<file path="config.mk">
export PLATFORM = sky130hd
export DESIGN_NAME = quad_flash_cmd
export DESIGN_NICKNAME = d
export VERILOG_FILES = /design/src/pkg/flash_cmd_pkg.sv /design/src/core/pin_sync.sv /design/src/core/prog_timer.sv /design/src/core/quad_flash_cmd.sv
export SDC_FILE = /design/constraint.sdc
export NUM_CORES = 1
export LEC_CHECK = 0
export BUFFER_PORTS_ARGS = -buffer_cell sky130_fd_sc_hd__buf_2
export CORE_UTILIZATION = 45
export CTS_CLUSTER_SIZE = 12
export DETAILED_ROUTE_END_ITERATION = 16
export PLACE_DENSITY = 0.72
export SYNTH_ARGS = -nofsm -noshare
export SYNTH_HDL_FRONTEND = slang
export SYNTH_HIERARCHICAL = 1
export SYNTH_SLANG_ARGS = --single-unit
</file>
<file path="constraint.sdc">
create_clock -name mclk -period 4.4 [get_ports mclk]
set_input_delay 0 -clock mclk [delete_from_list [all_inputs] [get_ports mclk]]
set_output_delay 0 -clock mclk [all_outputs]
set_load 0.03 [all_outputs]
</file>
<file path="src/pkg/flash_cmd_pkg.sv">
/*
 * constants for the flash command logic: opcodes, phase lengths,
 * wrap layout and reset value, program timing.
 * assumes a 125 MHz core clock that oversamples the serial clock.
 */
package flash_cmd_pkg;

    // opcodes handled by this block
    localparam logic [7:0] OP_OCTAL_WORD_READ = 8'hE3;
    localparam logic [7:0] OP_SET_WRAP        = 8'h77;
    localparam logic [7:0] OP_PAGE_PROGRAM    = 8'h02;

    // phase lengths and per-clock steps in bits
    localparam logic [5:0] OPCODE_BITS  = 6'h08;
    localparam logic [5:0] ADDR_BITS_3B = 6'h18;
    localparam logic [5:0] ADDR_BITS_4B = 6'h20;
    localparam logic [5:0] MODE_BITS    = 6'h08;
    localparam logic [5:0] WRAP_BITS    = 6'h08;
    localparam logic [5:0] DATA_BITS    = 6'h08;
    localparam logic [5:0] QUAD_STEP    = 6'h04;
    localparam logic [5:0] SERIAL_STEP  = 6'h01;

    // mode bits: key position and the code that skips the opcode
    localparam int         MODE_KEY_LSB  = 4;
    localparam logic [1:0] MODE_CONT_KEY = 2'h2;

    // wrap configuration: stored as {length field, disable bit}
    localparam int         WRAP_FIELD_LSB = 4;
    localparam int         WRAP_DIS_POS   = 0;
    localparam logic [2:0] WRAP_CFG_RST   = 3'h1;
    localparam logic [7:0] WRAP_MIN_MASK  = 8'h07;

    // page geometry
    localparam int         PAGE_IDX_W = 8;
    localparam logic [8:0] PAGE_BYTES = 9'h100;

    // self-timed program cycle
    localparam int PROG_TIME_US  = 700;
    localparam int MCLK_FREQ_MHZ = 125;
    localparam int PROG_CYCLES   = PROG_TIME_US * MCLK_FREQ_MHZ;

endpackage : flash_cmd_pkg

</file>
<file path="src/core/pin_sync.sv">
/*
 * two-flop synchroniser with edge pulses for a pin group.
 * assumes async pins slower than mclk / 4.
 */
`timescale 1ns/1ps
module pin_sync #(
    parameter int           W       = 6,
    parameter logic [W-1:0] RST_VAL = '0
) (
    // clock and reset
    input  wire logic         mclk,
    input  wire logic         rstn,
    // raw pins
    input  wire logic [W-1:0] pin_in,
    // synchronised level and edge pulses
    output logic      [W-1:0] level,
    output logic      [W-1:0] rise,
    output logic      [W-1:0] fall
);
    logic [W-1:0] meta_ff;
    logic [W-1:0] sync_ff;
    logic [W-1:0] prev_ff;

    // only sync_ff reads meta_ff
    always_ff @(posedge mclk or negedge rstn)
    begin
        if (!rstn)
        begin
            meta_ff <= RST_VAL;
            sync_ff <= RST_VAL;
            prev_ff <= RST_VAL;
        end
        else
        begin
            meta_ff <= pin_in;
            sync_ff <= meta_ff;
            prev_ff <= sync_ff;
        end
    end

    // edges from the second and third stages
    assign level = sync_ff;
    assign rise  = sync_ff & ~prev_ff;
    assign fall  = ~sync_ff & prev_ff;

endmodule : pin_sync

</file>
<file path="src/core/prog_timer.sv">
/*
 * self-timed program cycle: busy until the count expires.
 * assumes start is a one-cycle pulse; starts while busy drop.
 */
`timescale 1ns/1ps
module prog_timer #(
    parameter int unsigned CYCLES = flash_cmd_pkg::PROG_CYCLES
) (
    // clock and reset
    input  wire logic mclk,
    input  wire logic rstn,
    // control
    input  wire logic start,
    output logic      busy,
    output logic      done
);
    localparam int CW = $clog2(CYCLES + 1);

    logic [CW-1:0] left_ff;
    logic          busy_ff;
    logic          done_ff;

    // count down the program time
    always_ff @(posedge mclk or negedge rstn)
    begin
        if (!rstn)
        begin
            left_ff <= '0;
            busy_ff <= 1'b0;
            done_ff <= 1'b0;
        end
        else
        begin
            done_ff <= 1'b0;
            if (start && !busy_ff)
            begin
                left_ff <= CW'(CYCLES - 1);
                busy_ff <= 1'b1;
            end
            else if (busy_ff && left_ff == '0)
            begin
                busy_ff <= 1'b0;
                done_ff <= 1'b1;
            end
            else if (busy_ff)
            begin
                left_ff <= left_ff - 1'b1;
            end
        end
    end

    assign busy = busy_ff;
    assign done = done_ff;

endmodule : prog_timer

</file>
<file path="src/core/quad_flash_cmd.sv">
/*
 * flash command logic: aligned quad read with continuous mode,
 * wrap setting and single-lane page program.
 * assumes host pins run at most at mclk / 4;
 * rd_data follows rd_addr by one mclk;
 * page_protected and the page buffer are same-clock logic.
 */
// Notes on behaviour
// - aligned read zeroes address bits 3:0, no dummies
// - aligned read needs the quad I/O enable bit unless started in continuous mode
// - mode bits follow address; bits 5:4 decide
// - mode bits 5:4 = 10: next frame starts at address
// - other mode values: next frame needs an opcode
// - wrap command: 77h, 24/32 dummy bits, wrap byte
// - disable bit zero wraps in 8/16/32/64 byte section
// - stored wrap setting holds for later quad reads
// - wrap disable bit is one after any reset
// - four-byte mode: 32 dummy bits, 32-bit address
// - page program 02h needs the write enable latch
// - program index wraps in page; later bytes overwrite
// - chip select rising mid-byte discards the program
// - program cycle holds busy one, clears it at end
// - write enable latch clears when program completes
// - protected target page is never programmed
`timescale 1ns/1ps
module quad_flash_cmd #(
    parameter int unsigned PROG_CYCLES = flash_cmd_pkg::PROG_CYCLES
) (
    // clock and reset
    input  wire logic        mclk,
    input  wire logic        rstn,
    // serial pins
    input  wire logic        sclk_pin,
    input  wire logic        cs_n_pin,
    input  wire logic [3:0]  io_in,
    output logic      [3:0]  io_out,
    output logic      [3:0]  io_oe,
    // configuration and control
    input  wire logic        quad_io_enable_bit,
    input  wire logic        four_byte_mode,
    input  wire logic        soft_reset,
    input  wire logic        latch_set,
    input  wire logic        latch_clr,
    // array read port
    output logic      [31:0] rd_addr,
    input  wire logic [7:0]  rd_data,
    // page buffer write port
    output logic             buf_we,
    output logic      [7:0]  buf_idx,
    output logic      [7:0]  buf_data,
    // program request and status
    output logic      [31:0] prog_addr,
    input  wire logic        page_protected,
    output logic             prog_start,
    output logic             busy,
    output logic             write_enable_latch,
    output logic      [2:0]  wrap_config,
    output logic             continuous_read_mode
);
    typedef enum logic [3:0] {
        ST_IDLE, ST_OPCODE, ST_QADDR, ST_MODE, ST_RDATA,
        ST_WDUMMY, ST_WBITS, ST_PADDR, ST_PDATA, ST_IGNORE
    } phase_e;

    // next read address under the wrap setting
    function automatic logic [31:0] wrap_next(input logic [31:0] a, input logic [2:0] cfg);
        logic [7:0] mask;
        logic [7:0] low;
        mask = 8'h00;
        low  = 8'h00;
        if (cfg[flash_cmd_pkg::WRAP_DIS_POS])
        begin
            wrap_next = a + 32'h1;
        end
        else
        begin
            mask = (flash_cmd_pkg::WRAP_MIN_MASK << cfg[2:1]) | flash_cmd_pkg::WRAP_MIN_MASK;
            low  = a[7:0] + 8'h01;
            wrap_next = {a[31:8], (a[7:0] & ~mask) | (low & mask)};
        end
    endfunction : wrap_next

    logic [5:0]  pin_lvl;
    logic [5:0]  pin_rise;
    logic [5:0]  pin_fall;
    logic        tmr_busy;
    logic        tmr_done;

    phase_e      state_ff;
    logic [5:0]  cnt_ff;
    logic [31:0] shift_ff;
    logic [31:0] addr_ff;
    logic        nib_ff;
    logic        cont_mode_ff;
    logic [2:0]  wrap_cfg_ff;
    logic [7:0]  wr_idx_ff;
    logic [8:0]  nbytes_ff;
    logic [3:0]  io_out_ff;
    logic [3:0]  io_oe_ff;
    logic        buf_we_ff;
    logic [7:0]  buf_idx_ff;
    logic [7:0]  buf_data_ff;
    logic [31:0] prog_addr_ff;
    logic        prog_start_ff;
    logic        latch_ff;

    // synchronise the serial pins: {cs_n, sclk, io[3:0]}
    pin_sync #(
        .W       (6),
        .RST_VAL (6'h20)
    ) u_sync (
        .mclk    (mclk),
        .rstn    (rstn),
        .pin_in  ({cs_n_pin, sclk_pin, io_in}),
        .level   (pin_lvl),
        .rise    (pin_rise),
        .fall    (pin_fall)
    );

    // program cycle timer
    prog_timer #(
        .CYCLES  (PROG_CYCLES)
    ) u_timer (
        .mclk    (mclk),
        .rstn    (rstn),
        .start   (prog_start_ff),
        .busy    (tmr_busy),
        .done    (tmr_done)
    );

    // pin events and phase decode
    wire        cs_low    = ~pin_lvl[5];
    wire        cs_rise   = pin_rise[5];
    wire        cs_fall   = pin_fall[5];
    wire        sclk_rise = pin_rise[4] & cs_low;
    wire        sclk_fall = pin_fall[4] & cs_low;
    wire [3:0]  io_lvl    = pin_lvl[3:0];
    wire [5:0]  addr_len  = four_byte_mode ? flash_cmd_pkg::ADDR_BITS_4B
                                           : flash_cmd_pkg::ADDR_BITS_3B;
    wire        quad_ph   = (state_ff == ST_QADDR) || (state_ff == ST_MODE) ||
                            (state_ff == ST_WDUMMY) || (state_ff == ST_WBITS);
    wire [5:0]  step      = quad_ph ? flash_cmd_pkg::QUAD_STEP : flash_cmd_pkg::SERIAL_STEP;
    wire [5:0]  cnt_nxt   = cnt_ff + step;
    wire [31:0] sh_nxt    = quad_ph ? {shift_ff[27:0], io_lvl} : {shift_ff[30:0], io_lvl[0]};
    wire [5:0]  need      = (state_ff == ST_OPCODE) ? flash_cmd_pkg::OPCODE_BITS :
                            (state_ff == ST_MODE)   ? flash_cmd_pkg::MODE_BITS :
                            (state_ff == ST_WBITS)  ? flash_cmd_pkg::WRAP_BITS :
                            (state_ff == ST_PDATA)  ? flash_cmd_pkg::DATA_BITS : addr_len;
    wire        ph_done   = (cnt_nxt == need);
    wire [7:0]  opcode    = sh_nxt[7:0];

    // opcode dispatch; ignored while busy
    wire        is_read   = (opcode == flash_cmd_pkg::OP_OCTAL_WORD_READ) &&
                            quad_io_enable_bit;
    wire        is_wrap   = (opcode == flash_cmd_pkg::OP_SET_WRAP);
    wire        is_prog   = (opcode == flash_cmd_pkg::OP_PAGE_PROGRAM) && latch_ff;
    wire        op_ok     = ~tmr_busy;
    wire        mode_key  = (sh_nxt[flash_cmd_pkg::MODE_KEY_LSB +: 2] ==
                             flash_cmd_pkg::MODE_CONT_KEY);
    wire        commit_ok = (state_ff == ST_PDATA) && (cnt_ff == 6'h00) &&
                            (nbytes_ff != 9'h000) && latch_ff && !page_protected && op_ok;

    // command sequencer
    always_ff @(posedge mclk or negedge rstn)
    begin
        if (!rstn)
        begin
            state_ff     <= ST_IDLE;
            cnt_ff       <= 6'h00;
            shift_ff     <= 32'h0000_0000;
            addr_ff      <= 32'h0000_0000;
            nib_ff       <= 1'b0;
            cont_mode_ff <= 1'b0;
            wrap_cfg_ff  <= flash_cmd_pkg::WRAP_CFG_RST;
        end
        else if (soft_reset)
        begin
            state_ff     <= ST_IDLE;
            cont_mode_ff <= 1'b0;
            wrap_cfg_ff  <= flash_cmd_pkg::WRAP_CFG_RST;
        end
        else if (cs_rise)
        begin
            state_ff <= ST_IDLE; // mode and wrap survive
        end
        else if (cs_fall)
        begin
            cnt_ff   <= 6'h00;
            shift_ff <= 32'h0000_0000;
            // skip the opcode while armed
            state_ff <= cont_mode_ff ? ST_QADDR : ST_OPCODE;
        end
        else if (sclk_rise)
        begin
            shift_ff <= sh_nxt;
            cnt_ff   <= ph_done ? 6'h00 : cnt_nxt;
            if (ph_done)
            begin
                case (state_ff)
                    ST_OPCODE:
                    begin
                        shift_ff <= 32'h0000_0000;
                        if (!op_ok)
                            state_ff <= ST_IGNORE;
                        else if (is_read)
                            state_ff <= ST_QADDR;
                        else if (is_wrap)
                            state_ff <= ST_WDUMMY;
                        else if (is_prog)
                            state_ff <= ST_PADDR;
                        else
                            state_ff <= ST_IGNORE;
                    end
                    ST_QADDR:
                    begin
                        addr_ff  <= {sh_nxt[31:4], 4'h0};
                        state_ff <= ST_MODE;
                    end
                    ST_MODE:
                    begin
                        // lower nibble is not looked at
                        cont_mode_ff <= mode_key;
                        nib_ff       <= 1'b0;
                        state_ff     <= ST_RDATA;
                    end
                    ST_WDUMMY:
                    begin
                        state_ff <= ST_WBITS;
                    end
                    ST_WBITS:
                    begin
                        // keep length and disable bits only
                        wrap_cfg_ff <= sh_nxt[flash_cmd_pkg::WRAP_FIELD_LSB +: 3];
                        state_ff    <= ST_IGNORE;
                    end
                    ST_PADDR:
                    begin
                        addr_ff  <= sh_nxt;
                        state_ff <= ST_PDATA;
                    end
                    default:
                    begin
                        state_ff <= state_ff;
                    end
                endcase
            end
        end
        else if (sclk_fall && state_ff == ST_RDATA)
        begin
            nib_ff <= ~nib_ff;
            if (nib_ff)
                addr_ff <= wrap_next(addr_ff, wrap_cfg_ff);
        end
    end

    // read lanes: high then low nibble per sclk fall
    always_ff @(posedge mclk or negedge rstn)
    begin
        if (!rstn)
        begin
            io_out_ff <= 4'h0;
            io_oe_ff  <= 4'h0;
        end
        else if (cs_rise || soft_reset || state_ff != ST_RDATA)
        begin
            io_oe_ff <= 4'h0;
        end
        else if (sclk_fall)
        begin
            // lanes turn round only once the host has let go
            io_oe_ff  <= 4'hF;
            io_out_ff <= nib_ff ? rd_data[3:0] : rd_data[7:4];
        end
    end

    // program bytes into the page buffer
    always_ff @(posedge mclk or negedge rstn)
    begin
        if (!rstn)
        begin
            wr_idx_ff   <= 8'h00;
            nbytes_ff   <= 9'h000;
            buf_we_ff   <= 1'b0;
            buf_idx_ff  <= 8'h00;
            buf_data_ff <= 8'h00;
        end
        else
        begin
            buf_we_ff <= 1'b0;
            if (sclk_rise && ph_done && state_ff == ST_PADDR)
            begin
                wr_idx_ff <= sh_nxt[7:0];
                nbytes_ff <= 9'h000;
            end
            else if (sclk_rise && ph_done && state_ff == ST_PDATA)
            begin
                buf_we_ff   <= 1'b1;
                buf_idx_ff  <= wr_idx_ff;
                buf_data_ff <= sh_nxt[7:0];
                wr_idx_ff   <= wr_idx_ff + 8'h01;
                if (nbytes_ff != flash_cmd_pkg::PAGE_BYTES)
                    nbytes_ff <= nbytes_ff + 9'h001;
            end
        end
    end

    // launch the program on a clean frame end
    always_ff @(posedge mclk or negedge rstn)
    begin
        if (!rstn)
        begin
            prog_start_ff <= 1'b0;
            prog_addr_ff  <= 32'h0000_0000;
        end
        else
        begin
            // a partial byte or a protected page drops the command
            prog_start_ff <= cs_rise && commit_ok && !soft_reset;
            if (cs_rise && commit_ok)
                prog_addr_ff <= {addr_ff[31:8], 8'h00};
        end
    end

    // write enable latch: set beats clear and done
    always_ff @(posedge mclk or negedge rstn)
    begin
        if (!rstn)
            latch_ff <= 1'b0;
        else if (latch_set)
            latch_ff <= 1'b1;
        else if (tmr_done || latch_clr)
            latch_ff <= 1'b0;
    end

    // busy follows the self-timed cycle
    logic busy_ff;
    always_ff @(posedge mclk or negedge rstn)
    begin
        if (!rstn)
            busy_ff <= 1'b0;
        else
            busy_ff <= prog_start_ff | (tmr_busy & ~tmr_done);
    end

    // outputs
    assign io_out               = io_out_ff;
    assign io_oe                = io_oe_ff;
    assign rd_addr              = addr_ff;
    assign buf_we               = buf_we_ff;
    assign buf_idx              = buf_idx_ff;
    assign buf_data             = buf_data_ff;
    assign prog_addr            = prog_addr_ff;
    assign prog_start           = prog_start_ff;
    assign busy                 = busy_ff;
    assign write_enable_latch   = latch_ff;
    assign wrap_config          = wrap_cfg_ff;
    assign continuous_read_mode = cont_mode_ff;

endmodule : quad_flash_cmd

</file>
==> flow_summary.json <==
{
  "outcome": "finished, final reports clean",
  "rr_endpoint": "shift_ff[0]$_DFFE_PN0P_",
  "io_pins": 118,
  "arrival_ns": 4.36,
  "peakVddDrop_mv": 0.272,
  "fp-row-count": 52,
  "sequentialPowerShare_pct": 48.8,
  "routedWlPerCell_um": 17.7,
  "setup-tns-final_ns": 0,
  "m1WireLength_mm": 10.7,
  "critPathTopFamily": "simple AND/OR/NAND/NOR gates",
  "slowest_delay_ns": 0.64,
  "top_layer_used": "met4",
  "avgSynthCellArea_um2": 9.41,
  "core_area_um2": 20400,
  "final_common_cell": "dfrtp_1",
  "p_comb_share_pct": 9.2,
  "crit_chain": "nand2_1, mux2_2, inv_2, ha_1, ha_1, a21o_1, a32oi_1, xor2_1, nand4_2, or3_4, and2_4, a32o_1",
  "via_count": 8193,
  "fin_cells": 1379,
  "cp.required_ns": 4.73,
  "clk_pin_slew_worst_paths_ns": 0.07,
  "root_buffer": "clkbuf_16",
  "worst_pin_slew_ns": 1.03,
  "drv_slew": 0,
  "hpwl_mm": 16.6,
  "crit_fanout": 18,
  "htree_levels": 4,
  "die_h_um": 146,
  "fin_nets": 1126,
  "hp-class": "primary input to register",
  "diodes": 0,
  "start_util_pct": 46.1,
  "cp.depth": 12,
  "holdWs_ns": 0.105,
  "endpoint_kind": "register",
  "cts_buffers": 17,
  "fin_skew_ns": 0.00784,
  "powerDensity_nw_per_um2": 323,
  "grt_max_degree": 101,
  "criticalPathCategory": "register to register",
  "worst_r2r_path_depth": 12,
  "grt_util_all_layers_pct": 23.6,
  "p_sw_share_pct": 26.8,
  "synth_cells": 998,
  "switchingPower_mw": 0.933,
  "cell_internal_pwr_mw": 2.55,
  "grt_overflow_total": 0,
  "cp-start-kind": "register",
  "maxCapViolCount": 0,
  "clock_power_share_pct": 42.0,
  "rsz0062_at_grt": "no",
  "first_pass_iters": 8,
  "routed_wl_mm": 24.4,
  "viasPerCell": 5.94,
  "cp_slowest_cell": "dfrtp_1",
  "dr_wl_met2_mm": 11.4,
  "drive_above_1_share_pct": 21.1,
  "clockBufferDepth": 2,
  "postRouteAntennaNets": 0,
  "holdPathEnd": "state_ff[1]$_DFFE_PN0P_",
  "drc_errors": 0,
  "layout_worst_path_cycle_share_pct": 91.7,
  "fp.dieW_um": 146,
  "worst-path-buf-inv": 1,
  "r2r_start": "state_ff[0]$_DFFE_PN0P_",
  "max_freq_mhz": 248,
  "insertion_delay_ns": 0.44,
  "netlist_area_um2": 9390,
  "yosysWarnings": 6,
  "min_from": "quad_io_enable_bit",
  "syn2layout_area_growth_pct": 15.2,
  "leakage_nw": 4.93,
  "clock_sinks": 177,
  "cts_tree": "built",
  "setup_viol": 0,
  "die-area_um2": 21400,
  "port_buffers": 109,
  "r2r_slack_ns": 0.36,
  "first_global_vias": 7735,
  "post-place-cells": 1329,
  "grt_pass1_wl_mm": 40.4,
  "total_power_mw": 3.49,
  "holdPathStages": 5,
  "drt_first_iter_violations": 797,
  "wl_met3_mm": 1.68,
  "mostFrequentLayoutCells": "dfrtp_1, nand2_1, buf_2, o21ai_0, nor2_1",
  "antenna_found_initial": 0,
  "slew_headroom_pct": 30.9,
  "crit_top_cell": "ha_1",
  "period_minus_slack_ns": 4.04,
  "finalHoldViolCount": 0,
  "place_congestion": 0.929
}
-- area by class of cell --
cell class                 instances  area (um2)
tap                              270         338
timing repair buffer             140         842
sequential                       177        4440
inverter                          19        71.3
fill                            1861        9550
clock inverter                    14         130
clock buffer                      18         429
multi-input combinational        741        4560
-- metal layers --
| metal | up-vias | GRT usage, % |
|---|---|---|
| met3 | 42 | 4.72 |
| met1 | 3984 | 31.9 |
| met5 | - | 0 |
| met2 | 341 | 37.5 |
| li1 | 3826 | - |
| met4 | 0 | 8.80 |
-- flip-flops by register name, indices dropped and copies added, names as in the netlist, 6 cells and up, named ones only --
signal           cells
buf_data             8
buf_idx              8
cnt_ff               6
nbytes_ff            9
prog_addr           24
rd_addr             29
shift_ff            31
u_sync/level         6
u_sync/meta_ff       6
u_timer/left_ff     17
wr_idx_ff            8
-- power groups by stage --
stage | Combinational (mW) | Sequential, mW | Clock, mW
2_1_floorplan | 0.233 | 1.70 | 0
3_3_place_gp | 0.299 | 1.73 | 0
3_5_place_dp | 0.304 | 1.73 | 0
4_1_cts | 0.317 | 1.70 | 1.49
5_1_grt | 0.353 | 1.71 | 1.56
6_report | 0.320 | 1.70 | 1.46
-- worst reg2reg max path, delay by kind of cell (launching register included) --
| family | cells | cell delay (ns) |
|---|---|---|
| buf+inv | 1 | 0.08 |
| simple gates | 4 | 1.24 |
| mux | 1 | 0.53 |
| xor+xnor | 1 | 0.27 |
| compound gates | 3 | 0.71 |
| flops | 1 | 0.64 |
| fa+ha+maj | 2 | 0.44 |
-- per-stage QoR --
stage          instance area [um2]  utilization, %  setup WS [ns]
2_1_floorplan                 9410               -          0.673
3_3_place_gp                 10100            49.4          0.420
3_5_place_dp                 10100            49.4          0.227
4_1_cts                      10800            53.1          0.202
5_1_grt                      10800            53.1         0.0166
6_report                     10800            53.1          0.365
-- repair_timing --
item / 4_1_cts / 5_1_grt
resized for setup: 0 / 2
buffers inserted: 0 / 0
hold buffers: 18 / 0
hold endpoints to repair: 89 / 0
setup endpoints to repair: 0 / 18
-- how the worst max path moves through the flow --
| stage | startpoint | to | slack (ns) |
|---|---|---|---|
| 2_1_floorplan | state_ff[2]$_DFFE_PN0P_ | shift_ff[25]$_DFFE_PN0P_ | 0.67 |
| 4_1_cts | state_ff[0]$_DFFE_PN0P_ | rd_addr[31]$_DFFE_PN0P_ | 0.20 |
| 3_3_place_gp | state_ff[0]$_DFFE_PN0P_ | rd_addr[26]$_DFFE_PN0P_ | 0.42 |
| 6_report | state_ff[0]$_DFFE_PN0P_ | shift_ff[0]$_DFFE_PN0P_ | 0.36 |
| 5_1_grt | state_ff[0]$_DFFE_PN0P_ | rd_addr[31]$_DFFE_PN0P_ | 0.02 |
| 3_5_place_dp | state_ff[0]$_DFFE_PN0P_ | rd_addr[31]$_DFFE_PN0P_ | 0.23 |
(Power assumes the default switching activity.)
